==> config.mk <==
export PLATFORM = sky130hd
export DESIGN_NAME = pcd_clock_control
export DESIGN_NICKNAME = d
export VERILOG_FILES = /design/src/include/pcd_pkg.sv /design/src/design/pcd_clock_control.sv
export SDC_FILE = /design/constraint.sdc
export NUM_CORES = 1
export LEC_CHECK = 0
export ABC_AREA = 0
export BUFFER_PORTS_ARGS = -buffer_cell sky130_fd_sc_hd__buf_4
export CORE_MARGIN = 2
export CORE_UTILIZATION = 40
export CTS_BUF_LIST = sky130_fd_sc_hd__clkbuf_16
export DETAILED_ROUTE_END_ITERATION = 7
export GPL_ROUTABILITY_DRIVEN = 0
export MAX_ROUTING_LAYER = met4
export PLACE_DENSITY = 0.68
export SETUP_SLACK_MARGIN = 0.3
export SLEW_MARGIN = 20
export SYNTH_ARGS = -nofsm -noshare
export SYNTH_HDL_FRONTEND = slang
export SYNTH_SLANG_ARGS = --single-unit
==> constraint.sdc <==
create_clock -name clk -period 5 [get_ports clk]
set_clock_uncertainty 0.15 [all_clocks]
set_input_delay 0.25 -clock clk [delete_from_list [all_inputs] [get_ports clk]]
set_output_delay 0.25 -clock clk [all_outputs]
set_load 0.02 [all_outputs]
==> src/include/pcd_pkg.sv <==
/*
  Shared constants and types for the clock control block: register
  indices, field positions, reset values, rate constants and carriers.
  Assumes a 20 MHz system clock and an APB master with 32-bit data.
*/
package pcd_pkg;
  // rates
  localparam longint CLK_HZ        = 20000000;
  localparam longint ADC_BASE_HZ   = 204800;
  localparam longint METER_BASE_HZ = 819200;
  localparam int     ACC_W         = 24;
  localparam logic [ACC_W-1:0] ADC_INC =
    ACC_W'((ADC_BASE_HZ << ACC_W) / CLK_HZ);
  localparam logic [ACC_W-1:0] METER_INC =
    ACC_W'((METER_BASE_HZ << ACC_W) / CLK_HZ);

  // register indices; byte address is four times the index
  localparam logic [13:0] IDX_LOCK     = 14'h00a3;
  localparam logic [13:0] IDX_CLKCTL   = 14'h2867;
  localparam logic [13:0] IDX_DBL      = 14'h2868;
  localparam logic [13:0] IDX_ANA      = 14'h286b;
  localparam logic [13:0] IDX_IRQ_STAT = 14'h2870;
  localparam logic [13:0] IDX_IRQ_MASK = 14'h2871;

  // field positions
  localparam int DBL1_BIT     = 6;
  localparam int DBL2_BIT     = 7;
  localparam int ANA_XTAL_BIT = 7;
  localparam int ANA_COMP_BIT = 5;
  localparam logic [2:0] ANA_FIXED = 3'h5;

  // reset values
  localparam logic [7:0] CLKCTL_RST = 8'h00;
  localparam logic [1:0] DBL_RST    = 2'h0;
  localparam logic [2:0] MASK_RST   = 3'h0;

  // interrupt events
  localparam int EV_LOCK = 0;
  localparam int EV_XTAL = 1;
  localparam int EV_COMP = 2;
  localparam int NEV     = 3;

  typedef struct packed {
    logic       pllPowerEnable;
    logic       bandgapPowerEnable;
    logic [1:0] adcClockMultiplier;
    logic [1:0] meterClockMultiplier;
    logic [1:0] cpuClockMultiplier;
  } pcd_clkctl_t;

  typedef struct packed {
    logic cpuClockSecondDoubler;
    logic cpuClockFirstDoubler;
  } pcd_dbl_t;
endpackage

==> src/design/pcd_clock_control.sv <==
/*
  Clock control block: bandgap and PLL enables, PLL lock report, rate
  multipliers for the ADC, metering and CPU clocks, crystal failure and
  comparator report, all behind an APB slave with a level interrupt.
  Assumes analog status inputs are asynchronous and that the analog
  clock generators consume the tick and multiplier outputs.
*/
//
// Behaviour
// lock flag in bit0, upper bits zero
// pll enable bit, 0 off, reset off
// bandgap enable bit, 0 off, reset off
// software enables bandgap before pll
// adc clock 204.8 kHz times 1,2,4
// metering clock 819.2 kHz times 1,2,4
// cpu clock 819.2 kHz times 1,2,4,8
// first doubler doubles cpu clock
// second doubler works only with first
// crystal stop flag, fall back to rc
// comparator output reported in bit5
// software moves system clock to pll
// reserved code 11 gives times one
// rate changes only at period boundaries
module pcd_clock_control (
  input  wire logic        clk,
  input  wire logic        rst_b,
  input  wire logic        psel,
  input  wire logic        penable,
  input  wire logic        pwrite,
  input  wire logic [15:0] paddr,
  input  wire logic [31:0] pwdata,
  output logic      [31:0] prdata,
  output logic             pready,
  output logic             pslverr,
  input  wire logic        pllLockRaw,
  input  wire logic        xtalStoppedRaw,
  input  wire logic        auxComparatorRaw,
  output logic             pllPowerEnable,
  output logic             bandgapPowerEnable,
  output logic             rcClockFallback,
  output logic             adcSampleTick,
  output logic      [2:0]  adcSampleMult,
  output logic             meterEngineTick,
  output logic      [2:0]  meterEngineMult,
  output logic      [5:0]  cpuCoreMult,
  output logic             irq
);

  pcd_pkg::pcd_clkctl_t ctl;
  pcd_pkg::pcd_dbl_t    dbl;
  logic [pcd_pkg::NEV-1:0] irqStat;
  logic [pcd_pkg::NEV-1:0] irqMask;
  logic [pcd_pkg::NEV-1:0] events;
  logic [2:0]  rawIn;
  logic [2:0]  syncF;
  logic        lockedFlag;
  logic        xtalPrev;
  logic        compPrev;
  logic [31:0] next_prdata;
  logic        mapped;
  logic        wrDone;
  logic [13:0] idx;
  logic [2:0]  reqMult [2];
  logic [2:0]  actMult [2];
  logic        tickQ   [2];
  logic        carry   [2];
  logic [2:0]  cpuShift;

  function automatic logic [2:0] pcd_mult3(input logic [1:0] sel);
    case (sel)
      2'b01:   return 3'h2;
      2'b10:   return 3'h4;
      default: return 3'h1;
    endcase
  endfunction

  // input synchronisers, change accepted when stages two and three agree
  assign rawIn = {auxComparatorRaw, xtalStoppedRaw, pllLockRaw};
  genvar g;
  generate
    for (g = 0; g < 3; g++) begin : gSync
      logic [2:0] s;
      always_ff @(posedge clk) begin
        if (!rst_b) begin
          s <= 3'h0;
          syncF[g] <= 1'b0;
        end else begin
          s <= {s[1:0], rawIn[g]};
          if (s[1] == s[2]) begin
            syncF[g] <= s[2];
          end
        end
      end
    end
  endgenerate

  // apb decode
  assign idx    = paddr[15:2];
  assign wrDone = psel & penable & pready & pwrite;
  always_comb begin
    next_prdata = 32'h0;
    mapped = (paddr[1:0] == 2'h0);
    case (idx)
      pcd_pkg::IDX_LOCK:   next_prdata[0] = lockedFlag;
      pcd_pkg::IDX_CLKCTL: next_prdata[7:0] = ctl;
      pcd_pkg::IDX_DBL: begin
        next_prdata[pcd_pkg::DBL2_BIT] = dbl.cpuClockSecondDoubler;
        next_prdata[pcd_pkg::DBL1_BIT] = dbl.cpuClockFirstDoubler;
      end
      pcd_pkg::IDX_ANA: begin
        next_prdata[pcd_pkg::ANA_XTAL_BIT] = rcClockFallback;
        next_prdata[pcd_pkg::ANA_COMP_BIT] = syncF[2];
        next_prdata[4:2] = pcd_pkg::ANA_FIXED;
      end
      pcd_pkg::IDX_IRQ_STAT: next_prdata[pcd_pkg::NEV-1:0] = irqStat;
      pcd_pkg::IDX_IRQ_MASK: next_prdata[pcd_pkg::NEV-1:0] = irqMask;
      default: mapped = 1'b0;
    endcase
  end

  // one wait-free access phase: answer registered during setup
  always_ff @(posedge clk) begin
    if (!rst_b) begin
      prdata  <= 32'h0;
      pready  <= 1'b0;
      pslverr <= 1'b0;
    end else if (psel && !penable) begin
      prdata  <= pwrite ? 32'h0 : next_prdata;
      pready  <= 1'b1;
      pslverr <= !mapped;
    end else begin
      pready  <= 1'b0;
      pslverr <= 1'b0;
    end
  end

  // control registers
  always_ff @(posedge clk) begin
    if (!rst_b) begin
      ctl <= pcd_pkg::CLKCTL_RST;
      dbl <= pcd_pkg::DBL_RST;
      irqMask <= pcd_pkg::MASK_RST;
    end else if (wrDone && !pslverr) begin
      case (idx)
        pcd_pkg::IDX_CLKCTL: ctl <= pwdata[7:0];
        pcd_pkg::IDX_DBL: begin
          dbl.cpuClockSecondDoubler <= pwdata[pcd_pkg::DBL2_BIT];
          dbl.cpuClockFirstDoubler  <= pwdata[pcd_pkg::DBL1_BIT];
        end
        pcd_pkg::IDX_IRQ_MASK: irqMask <= pwdata[pcd_pkg::NEV-1:0];
        default: ;
      endcase
    end
  end

  // analog enables; bandgap-first order is left to software
  always_ff @(posedge clk) begin
    if (!rst_b) begin
      pllPowerEnable     <= 1'b0;
      bandgapPowerEnable <= 1'b0;
    end else begin
      pllPowerEnable     <= ctl.pllPowerEnable;
      bandgapPowerEnable <= ctl.bandgapPowerEnable;
    end
  end

  // status flags
  always_ff @(posedge clk) begin
    if (!rst_b) begin
      lockedFlag      <= 1'b0;
      rcClockFallback <= 1'b0;
      xtalPrev        <= 1'b0;
      compPrev        <= 1'b0;
    end else begin
      lockedFlag      <= syncF[0] & pllPowerEnable;
      rcClockFallback <= syncF[1];
      xtalPrev        <= rcClockFallback;
      compPrev        <= syncF[2];
    end
  end

  // sticky events, a set in the clearing cycle wins
  assign events[pcd_pkg::EV_LOCK] = syncF[0] & pllPowerEnable & !lockedFlag;
  assign events[pcd_pkg::EV_XTAL] = rcClockFallback & !xtalPrev;
  assign events[pcd_pkg::EV_COMP] = syncF[2] ^ compPrev;
  always_ff @(posedge clk) begin
    if (!rst_b) begin
      irqStat <= '0;
      irq     <= 1'b0;
    end else begin
      if (wrDone && !pslverr && idx == pcd_pkg::IDX_IRQ_STAT) begin
        irqStat <= (irqStat & ~pwdata[pcd_pkg::NEV-1:0]) | events;
      end else begin
        irqStat <= irqStat | events;
      end
      irq <= |(irqStat & irqMask);
    end
  end

  // rate generators; new multiple applied only at a period boundary
  assign reqMult[0] = pcd_mult3(ctl.adcClockMultiplier);
  assign reqMult[1] = pcd_mult3(ctl.meterClockMultiplier);
  generate
    for (g = 0; g < 2; g++) begin : gRate
      localparam logic [pcd_pkg::ACC_W-1:0] BASE =
        (g == 0) ? pcd_pkg::ADC_INC : pcd_pkg::METER_INC;
      logic [pcd_pkg::ACC_W-1:0] acc;
      logic [pcd_pkg::ACC_W:0]   sum;
      assign sum = {1'b0, acc} +
        (pcd_pkg::ACC_W + 1)'(BASE * actMult[g]);
      assign carry[g] = sum[pcd_pkg::ACC_W];
      always_ff @(posedge clk) begin
        if (!rst_b) begin
          acc        <= '0;
          tickQ[g]   <= 1'b0;
          actMult[g] <= 3'h1;
        end else begin
          acc      <= sum[pcd_pkg::ACC_W-1:0];
          tickQ[g] <= sum[pcd_pkg::ACC_W];
          if (sum[pcd_pkg::ACC_W]) begin
            actMult[g] <= reqMult[g];
          end
        end
      end
    end
  endgenerate
  assign adcSampleTick   = tickQ[0];
  assign adcSampleMult   = actMult[0];
  assign meterEngineTick = tickQ[1];
  assign meterEngineMult = actMult[1];

  // cpu multiple: selector, first doubler, second only with first
  assign cpuShift = {1'b0, ctl.cpuClockMultiplier}
    + {2'b0, dbl.cpuClockFirstDoubler}
    + {2'b0, dbl.cpuClockFirstDoubler & dbl.cpuClockSecondDoubler};
  // taken on the meter carry, so it moves together with the meter tick
  always_ff @(posedge clk) begin
    if (!rst_b) begin
      cpuCoreMult <= 6'h01;
    end else if (carry[1]) begin
      cpuCoreMult <= 6'h01 << cpuShift;
    end
  end
endmodule

# --- Word-level counts from Yosys, hierarchy flattened ---
# Memory sizes are Yosys's and may differ from the RTL's.
# Index checks and enable logic that the tools add are counted.
totals:
  regBits: 123
  mem_bits_rw: 8
  input_bits: 56
  n_memories: 2
op_classes:
  addsub: 4
  multipliers: 2
  n_eq_ne: 13
  n_shift: 1
  mux: 24
  bitwise: 17
  reduce_logical: 15
memory_table:
  columns: ["memory", "depth", "width", "rd", "rd_clocked_by_memory_dff", "wr", "line_no", "text"]
  rows:
  - ["actMult", 2, 3, 2, 0, 2, "pcd_clock_control.sv:64", "logic [2:0] actMult [2];"]
  - ["tickQ", 2, 1, 2, 0, 2, "pcd_clock_control.sv:65", "logic tickQ [2];"]
op_table:
  columns: ["operator", "n"]
  rows:
  - ["14-bit == test, second input constant", 5]
  - ["24-bit by 21-bit adder with 25-bit output", 1]
  - ["24-bit by 23-bit adder with 25-bit output", 1]
  - ["19-bit by 3-bit multiplier with 22-bit output, first input constant", 1]
  - ["17-bit by 3-bit multiplier with 20-bit output, first input constant", 1]
  - ["3-bit case mux with 2 select lines", 3]
  - ["14-bit by 8-bit == test with 1-bit output, second input constant", 1]
  - ["1-bit 2-to-1 mux", 12]
  - ["3-bit 2-to-1 mux", 3]
  - ["8-bit 2-to-1 mux", 1]
  - ["1-bit case mux with 4 select lines", 2]
  - ["2-bit AND reduction", 4]
  - ["1-bit bitwise AND", 7]
  - ["3-bit bitwise AND", 2]
  - ["3-bit bitwise OR", 2]
  - ["1-bit case mux with 3 select lines", 2]
  - ["6-bit OR reduction", 1]
  - ["1-bit by 3-bit << shifter with 6-bit output, first input constant", 1]
  - ["1-bit logical NOT", 5]
  - ["2-bit by 1-bit == test with 1-bit output, second input constant", 2]
  - ["2-bit == test, second input constant", 2]
  - ["1-bit bitwise OR", 4]
  - ["2-bit by 1-bit adder with 3-bit output", 1]
  - ["3-bit by 1-bit adder with 3-bit output", 1]
  - ["other kinds (7)", 11]

# --- Logic depth before layout (Yosys ltp) ---
# Gate-level depths: netlist of run 1.
# An unclocked memory read counts as a cell.
depth:
  depth_word: 7
  depth_mapped: 18

# --- Worst setup path before layout of run 1 ---
# No wires, ideal clock.
synth_timing:
  path_kind: "register -> register"
  start: "memory actMult[1][0]"
  end: "memory actMult[1][0], enable pin"
  arrival_time_ns: 4.134
  required_time_ns: 4.583
  path_slack_ns: 0.449
  stages_incl_launch_ff: 19
  period_less_slack_ns: 4.551
  path_cell_list: "edfxtp_1 fa_1 ha_1 inv_1 fa_1 nor2b_1 nor2_1 nor2_1 o21a_1 o2111ai_1 xnor2_1 ha_1 clkbuf_1 and3_1 a221oi_1 nor2b_1 a41oi_1 buf_2 nand2_1"
synth_rtl:
  columns: ["item", "line_no"]
  rows:
  - ["start: declaration", "pcd_clock_control.sv:64"]

==> impl_metrics.yaml, run 1 <==
run_status:
  status: "finished, final reports clean"
die:
  die_y_um: 139
  row_count: 49
  die_w_um: 139
  die_area_mm2: 0.0193
  core_mm2: 0.0179
  io_pins: 108
  start_util_pct: 40.6
logic_synthesis:
  syn_avg_cell_area_um2: 8.51
  synth-edff-count: 6
  ys_types: 63
  ys_warn_count: 0
  syn_inst: 854
  synthArstFlopShare_pct: 0
  ys_ff_latch: 105
  yosysSeqAreaShare_pct: 29.8
  synth_area_mm2: 0.00727
  synth_ff_type: "dfxtp_1"
final_layout:
  final_cell_mix: "dfxtp_1 (99), buf_4 (83), nor2_1 (75), ha_1 (75), nand2_1 (73)"
  final_nets: 1065
  diodes: 0
  syn2layout_area_growth_pct: 14.9
  drive_gt1_share_pct: 13.2
  final_common_cell: "dfxtp_1"
  fillers: 1725
  final_cell_count_no_fill: 1153
flow_run:
  maxCapViolCount: 0
timing:
  min_period_ns: 4.49
  tightest_slew_ns: 0.771
  fmax_mhz: 223
  tns_ns: 0
  slew_headroom_pct: 48.5
  setup_viol: 0
  fin_crit_sh_pct: 89.8
  maxSlewViolCount: 0
  rsz0062_at_grt: "no"
  hold_viol_final: 0
place:
  placed_cells: 1121
  dp_hpwl_um: 12400
  io_buffer_count: 59
power:
  power_w: 0.00340
  vdd_drop_max_mv: 0.170
  p_leak_nw: 3.68
  p_per_area_mw_per_mm2: 407
routing:
  detail-route-antenna-nets: 0
  drt_pass1_iterations: 5
  drcViolationCount: 0
  routedWlPerCell_um: 14.3
  vias: 6127
  viasPerCell: 5.31
  drt_iter0_markers: 359
  drt_wl_total_um: 16500
setup_path:
  slowest_delay_ns: 0.62
  path_buf_inv: 2
  cp.required_ns: 4.92
  critical_path_class: "flip-flop to flip-flop"
  cp-end-kind: "flip-flop"
  cp.arrival_ns: 4.40
  path_cells: "fa_2, ha_1, inv_1, fa_1, nor2b_2, nor2_1, nor2_1, o21a_1, o2111ai_1, xnor2_1, ha_1, and3_1, a221oi_1, nor2b_1, a41oi_2, buf_4, nand2_1"
  critPathTopFamily: "adder cells"
  cp_slowest_cell: "fa_2"
  critPathLaunchType: "flip-flop"
  cp_max_fo: 6
clock_tree:
  root_buffer: "clkbuf_16"
  cts_tree: "built"
  cts_sinks: 105
  clk_latency_ns: 0.35
  clkSlewWorstSetupHoldPaths_ns: 0.07
  clk_path_buf_depth: 2
  cts_buffers: 9
  htreeDepth: 3
grt:
  grt_usage_pct: 17.3
  grt_pass1_wl_um: 27400
  grt-ovfl-total: 0
  grt_pass1_vias: 5801
  grt_max_degree: 62
  antenna_found_initial: 0
worst_hold_path:
  hold_class: "input port to flip-flop"
## Yosys cell counts, types with 16 or more instances
cell type,count,share of area (%)
a21oi_1,63,4.3
buf_4,26,2.7
nand3_1,20,1.4
a21o_1,18,1.9
nor3_1,22,1.5
mux2i_1,27,3.7
o21ai_0,36,2.5
dfxtp_1,99,27
nor2_1,75,3.9
inv_1,39,2.0
nand2_1,74,3.8
clkbuf_1,29,1.5
ha_1,76,13
nand2b_1,16,1.4
and2_1,27,2.3
xnor2_1,25,3.0
## per-stage QoR
step           hold slack, ns  utilization, %  setup slack (ns)  cell area [µm²]
2_1_floorplan           0.227               -             0.449             7350
3_3_place_gp            0.273            43.9             0.376             7860
3_5_place_dp            0.278            43.9             0.322             7860
4_1_cts              0.000465            46.0             0.383             8230
5_1_grt                0.0205            46.6             0.283             8350
6_report              0.00487            46.6             0.510             8350
## worst paths after layout
kind                  from  depth (start not counted)  slack [ns]       endpoint
max          actMult[1][2]                         17        0.51  actMult[1][0]
min              pwdata[6]                          3       0.005         ctl[6]
max reg2reg  actMult[1][2]                         17        0.51  actMult[1][0]
min reg2reg  gSync[0].s[0]                          1        0.29  gSync[0].s[1]
## metal layers
layer / vias up / global-route usage, % / share of wire, %
li1: 3114 / - / -
met1: 2849 / 23.3 / 48
met2: 137 / 27.3 / 46
met3: 27 / 1.80 / 3.4
met4: 0 / 5.85 / 2.0
met5: - / - / 0
## report_power, final
part / internal, W / leakage, nW / total (W) / switching [W]
Clock: 0.000399 / 0.150 / 0.000741 / 0.000342
Combinational: 0.000670 / 2.67 / 0.00161 / 0.000942
Sequential: 0.000992 / 0.866 / 0.00105 / 0.0000551
## timing repair
action	4_1_cts	5_1_grt
hold buffers	4	0
setup endpoints to repair	4	20
pin swaps	0	5
hold endpoints to repair	4	0
setup buffers	0	12
resized for setup	2	9
## kinds of logic after synthesis
logic type | Yosys count | share of synthesized area [%]
flops | 105 | 29.8
other cells | 1 | 0.0516
simple gates | 302 | 21.1
mux | 30 | 4.18
buf+inv | 95 | 6.27
fa+ha+maj | 90 | 16.9
xor+xnor | 39 | 4.70
compound gates | 192 | 17.0
## cell type report
| cell class | count | area (µm²) | share of cell area, % |
|---|---|---|---|
| inverters | 39 | 146 | 1.75 |
| clock buffers | 9 | 225 | 2.70 |
| well taps | 229 | 287 | 3.43 |
| multi-input cells | 677 | 4770 | 57.2 |
| flip-flops and latches | 105 | 2160 | 25.9 |
| repair buffers | 87 | 663 | 7.94 |
| clock inverters | 7 | 91.3 | 1.09 |
## registers in the layout, indices dropped and copies added, names as in the netlist, 2 cells and up
name / flops
actMult: 6
tickQ: 2
gSync.s: 9
dbl: 2
irqStat: 3
irqMask: 3
gRate.acc: 46
cpuCoreMult: 6
syncF: 3
prdata: 8
ctl: 8
## worst reg2reg max path, delay by kind of cell, from the launching register on
| family | cells | cell delay [ns] |
|---|---|---|
| and+or+nand+nor | 6 | 0.71 |
| buffers and inverters | 2 | 0.25 |
| AOI/OAI and AO/OA | 4 | 0.76 |
| adders and majority gates | 4 | 1.55 |
| xor gates and xnor gates | 1 | 0.27 |
| DFF | 1 | 0.52 |
(Power assumes the default switching activity.)
==> inputs of run 2 (changes only) <==
--- a/config.mk
+++ b/config.mk
@@ -13,7 +13,7 @@
 export DETAILED_ROUTE_END_ITERATION = 7
 export GPL_ROUTABILITY_DRIVEN = 0
 export MAX_ROUTING_LAYER = met4
-export PLACE_DENSITY = 0.68
+export PLACE_DENSITY = 0.69
 export SETUP_SLACK_MARGIN = 0.3
 export SLEW_MARGIN = 20
 export SYNTH_ARGS = -nofsm -noshare
==> run 2 against run 1 <==
Effect of this change: critical path depth unchanged; hold slack worse by 0.00055 ns; die area is the same; power shrank 0.55%; routed wire length is 1.3% higher; sequential share of layout area up 0.054 points; global-route usage up 0.32 points; critical endpoint is now actMult[0][0].
==> impl_metrics.yaml, run 2 (same netlist as run 1, synthesis figures left out) <==
timing:
  fin_crit_sh_pct: 89.2
  hold_viol_final: 0
  fmax_mhz: 224
  hold-worst-slack_ns: 0.00432
  tightest_slew_ns: 0.606
  tns_ns: 0
  maxSlewViolCount: 0
  rsz0062_at_grt: "no"
  min_period_ns: 4.46
  setup_viol: 0
  layout_setup_ws_ns: 0.542
  slew_headroom_pct: 59.6
clock_tree:
  root_buffer: "clkbuf_16"
  cts_sinks: 105
  htreeDepth: 3
  clkSlewWorstSetupHoldPaths_ns: 0.08
  cts_tree: "built"
  clk_path_buf_depth: 2
  cts_buffers: 9
  clk_latency_ns: 0.36
setup_path:
  cp.required_ns: 4.96
  r2r_end: "actMult[0][0]"
  critical_path_class: "flip-flop to flip-flop"
  cp-end-kind: "flip-flop"
  cp_max_fo: 5
  r2r-start: "actMult[0][0]"
  cp.arrival_ns: 4.42
  critPathLaunchType: "flip-flop"
  r2r_slack_ns: 0.54
  r2r_cells: 17
grt:
  grt_usage_pct: 17.6
  grt_pass1_vias: 5780
  grt_pass1_wl_um: 27800
  grt-ovfl-total: 0
  grt_max_degree: 62
  antenna_found_initial: 0
routing:
  detail-route-antenna-nets: 0
  vias: 6166
  viasPerCell: 5.36
  drt_iter0_markers: 351
  routedWlPerCell_um: 14.5
  drcViolationCount: 0
  drt_pass1_iterations: 5
  drt_wl_total_um: 16700
final_layout:
  final_nets: 1063
  fillers: 1747
  drive_gt1_share_pct: 12.4
  final_cell_mix: "dfxtp_1 (99), buf_4 (77), nor2_1 (75), nand2_1 (74), ha_1 (74)"
  regMostFlops: "gRate.acc"
  largest_reg_flops: 46
  syn2layout_area_growth_pct: 14.7
  final_common_cell: "dfxtp_1"
  largest_registers: "gRate.acc (46), gSync.s (9)"
  diodes: 0
  stdcell_area_mm2: 0.00833
worst_hold_path:
  hold_depth: 3
  hp-start: "pwdata[0]"
  hold_class: "input port to flip-flop"
  whs_endpoint: "ctl[0]"
power:
  p_per_area_mw_per_mm2: 406
  power_w: 0.00338
  vdd_drop_max_mv: 0.195
  p_leak_nw: 3.67
die:
  io_pins: 108
  row_count: 49
  die_y_um: 139
  start_util_pct: 40.6
  die_w_um: 139
  die_area_mm2: 0.0193
  core_mm2: 0.0179
run_status:
  status: "finished, final reports clean"
place:
  io_buffer_count: 59
  place_area_mm2: 0.00786
  dp_slack_ns: 0.384
  dp_hpwl_um: 12300
flow_run:
  maxCapViolCount: 0
run 2: cell count changes in the layout (fill, tap and decap cells not counted), moves of 2 or more:
| cell | change |
|---|---|
| buf_4 | -6 |
| inv_8 | +3 |
| clkinv_4 | -2 |
| dlygate4sd3_1 | +3 |
run 2: timing repair:
| action | CTS | global route |
|---|---|---|
| gates resized for setup | 0 | 9 |
| buffers inserted | 0 | 7 |
| hold buffers | 7 | 0 |
| endpoints found under the setup margin | 0 | 13 |
| endpoints found under the hold margin | 7 | 0 |
run 2: how the worst max path moves through the flow:
stage                         end  slack (ns)           from  depth (start not counted)
finish              actMult[0][0]        0.54  actMult[0][0]                         17
global route        actMult[1][2]        0.29  actMult[1][0]                         17
CTS                 actMult[0][1]        0.35  actMult[0][0]                         17
detailed placement  actMult[0][1]        0.38  actMult[0][0]                         17
global placement    actMult[0][0]        0.44  actMult[0][0]                         17
floorplan           actMult[1][0]        0.45  actMult[1][0]                         18
run 2: metrics by stage:
| stage | instances | util [%] |
|---|---|---|
| after floorplan | 877 | - |
| after global placement | 1121 | 43.9 |
| after detailed placement | 1121 | 43.9 |
| final | 1151 | 46.5 |
| after global routing | 1151 | 46.5 |
| after CTS | 1144 | 46.0 |
run 2: where the power goes:
part / leakage (nW) / switching, W / internal [W]
Clock: 0.146 / 0.000369 / 0.000358
Sequential: 0.866 / 0.0000516 / 0.000992
Combinational: 2.65 / 0.000939 / 0.000672
run 2: final cells by class:
type,instances,area (µm²),area share (%)
Tap cell,229,287,3.44
Clock inverter,7,77.6,0.931
Inverter,39,146,1.76
Multi-Input combinational cell,677,4770,57.3
Sequential cell,105,2160,26.0
Timing Repair Buffer,85,659,7.92
Clock buffer,9,225,2.70
run 2: layer usage:
layer	wire length, µm	vias to the layer above	GRT usage [%]
met5	0	-	-
met4	297	0	5.10
met3	697	22	3.28
met2	7790	138	28.5
met1	7930	2894	22.6
li1	-	3112	-
run 2: critical path, stage by stage (launching register included):
cell	delay (ns)
edfxtp_1	0.42
fa_1	0.64
ha_1	0.23
inv_1	0.07
fa_2	0.38
inv_1	0.07
a21oi_1	0.06
nor2_1	0.13
o21a_1	0.16
o2111ai_1	0.12
xnor2_1	0.18
ha_1	0.34
and3_1	0.23
and3_1	0.21
and3_1	0.23
o2bb2ai_1	0.18
a31oi_4	0.09
or3_1	0.33
==> inputs of run 3 (changes only) <==
--- a/config.mk
+++ b/config.mk
@@ -13,7 +13,7 @@
 export DETAILED_ROUTE_END_ITERATION = 7
 export GPL_ROUTABILITY_DRIVEN = 0
 export MAX_ROUTING_LAYER = met4
-export PLACE_DENSITY = 0.69
+export PLACE_DENSITY = 0.72
 export SETUP_SLACK_MARGIN = 0.3
 export SLEW_MARGIN = 20
 export SYNTH_ARGS = -nofsm -noshare
==> constraint.sdc (replaced) <==
create_clock -name clk -period 3.6 [get_ports clk]
set_clock_uncertainty 0.15 [all_clocks]
set_input_delay 0.18 -clock clk [delete_from_list [all_inputs] [get_ports clk]]
set_output_delay 0.18 -clock clk [all_outputs]
set_load 0.02 [all_outputs]
==> run 3 against run 2 <==
Effect of this change: the flow now finishes with violations (negative setup slack); sequential share of layout area decreased by 6.8 points; die area stayed put; non-clock buffer count up 193; core utilization rose by 17 points; power grew 110%; setup slack got worse by 1.3 ns; maximum frequency grew 2.3%; flip-flop and latch count stayed put; critical path depth fell by 1; register-to-register slack worse by 1.3 ns; cell area up 35%; largest cell class unchanged.
==> impl_metrics.yaml, run 3 (same netlist as run 1, synthesis figures left out) <==
run_status:
  status: "complete, but fails checks"
  violations: "negative setup slack"
power:
  p_per_area_mw_per_mm2: 634
  power_w: 0.00716
  p_leak_nw: 4.92
  vdd_drop_max_mv: 0.475
setup_path:
  critPathLaunchType: "flip-flop"
  cp.arrival_ns: 4.47
  r2r-start: "actMult[0][1]"
  r2r_slack_ns: -0.76
  cp_max_fo: 4
  cp.required_ns: 3.72
  r2r_end: "gRate[0].acc[22]"
  critical_path_class: "flip-flop to flip-flop"
  r2r_cells: 16
  cp-end-kind: "flip-flop"
grt:
  grt_usage_pct: 22.7
  grt_pass1_vias: 7275
  antenna_found_initial: 0
  grt_max_degree: 61
  grt-ovfl-total: 0
  grt_pass1_wl_um: 35000
clock_tree:
  cts_tree: "built"
  cts_buffers: 9
  clk_latency_ns: 0.37
  htreeDepth: 3
  clkSlewWorstSetupHoldPaths_ns: 0.08
  cts_sinks: 105
  clk_path_buf_depth: 2
  root_buffer: "clkbuf_16"
routing:
  drcViolationCount: 0
  viasPerCell: 5.58
  drt_pass1_iterations: 5
  vias: 7498
  drt_iter0_markers: 606
  drt_wl_total_um: 23800
  routedWlPerCell_um: 17.7
  detail-route-antenna-nets: 0
timing:
  tightest_slew_ns: 0.789
  fmax_mhz: 229
  tns_ns: -19.74
  setup_viol: 39
  fin_crit_sh_pct: 121
  min_period_ns: 4.36
  rsz0062_at_grt: "yes"
  hold_viol_final: 0
  layout_setup_ws_ns: -0.758
  maxSlewViolCount: 0
  slew_headroom_pct: 47.3
  hold-worst-slack_ns: 0.0154
final_layout:
  final_nets: 1256
  final_cell_count_no_fill: 1344
  diodes: 0
  final_common_cell: "buf_4"
  syn2layout_area_growth_pct: 55.3
  largest_registers: "gRate.acc (46), gSync.s (9)"
  final_cell_mix: "buf_4 (208), dfxtp_1 (99), nand2_1 (65), nor2_1 (63), ha_1 (55)"
  regMostFlops: "gRate.acc"
  drive_gt1_share_pct: 41.3
  largest_reg_flops: 46
die:
  die_w_um: 139
  core_mm2: 0.0179
  die_y_um: 139
  die_area_mm2: 0.0193
  io_pins: 108
  row_count: 49
  start_util_pct: 40.6
place:
  dp_slack_ns: -0.611
  dp_hpwl_um: 14400
  io_buffer_count: 59
  placed_cells: 1247
worst_hold_path:
  hp-start: "penable"
  hold_depth: 4
  whs_endpoint: "prdata[3]"
  hold_class: "input port to flip-flop"
flow_run:
  maxCapViolCount: 0
==> run 3: through the flow <==
stage          utilization [%]  cell area (µm²)
2_1_floorplan                -             7610
3_3_place_gp              50.5             9040
3_5_place_dp              50.5             9040
4_1_cts                   59.1            10600
5_1_grt                   63.0            11300
6_report                  63.0            11300
==> run 3: power breakdown <==
group          switching (W)  internal, W  leakage [nW]
clock network       0.000529     0.000605         0.166
logic                0.00228      0.00226          3.89
registers           0.000111      0.00138         0.866
total                0.00292      0.00424          4.92
==> run 3: what timing repair did <==
item / in CTS / in global routing
setup endpoints to repair: 49 / 56
pin swaps: 82 / 64
gates resized for setup: 149 / 105
cloned: 1 / 0
hold endpoints to repair: 20 / 0
buffers inserted: 43 / 23
hold buffers: 14 / 0
==> run 3: how the worst max path moves through the flow <==
| stage | start | end | slack, ns | cells after the start |
|---|---|---|---|---|
| 2_1_floorplan | actMult[1][0] | actMult[1][1] | -0.73 | 18 |
| 3_3_place_gp | actMult[0][1] | actMult[0][2] | -0.44 | 17 |
| 3_5_place_dp | actMult[0][1] | actMult[0][0] | -0.61 | 17 |
| 4_1_cts | actMult[0][2] | actMult[0][0] | -0.54 | 17 |
| 5_1_grt | actMult[0][1] | gRate[0].acc[22] | -0.97 | 16 |
| 6_report | actMult[0][1] | gRate[0].acc[22] | -0.76 | 16 |
==> run 3: cell type report <==
cell class	instances	area (µm²)
clock buffer	10	250
timing repair buffer	278	2370
tap	229	287
clock inverter	6	91.3
inverter	39	161
fill	1306	6620
sequential	105	2160
multi-input combinational	677	5970
==> run 3: metal layers <==
layer | part of all wire, % | routed length [µm] | GRT usage [%] | up-vias
li1 | - | - | - | 3503
met1 | 39 | 9390 | 26.0 | 3589
met2 | 50 | 11900 | 38.2 | 318
met3 | 6.0 | 1420 | 4.52 | 88
met4 | 4.5 | 1070 | 10.6 | 0
met5 | 0 | 0 | - | -
==> run 3: critical path, stage by stage, from the launching register on <==
cell	delay, ns
edfxtp_1	0.45
fa_1	0.60
ha_2	0.21
inv_2	0.04
fa_2	0.34
buf_6	0.13
buf_4	0.13
o21ai_1	0.14
nand2_1	0.09
xnor2_1	0.28
ha_1	0.34
a21o_1	0.23
o21bai_1	0.17
a211oi_2	0.25
o211ai_1	0.14
or4_1	0.45
o311ai_1	0.10
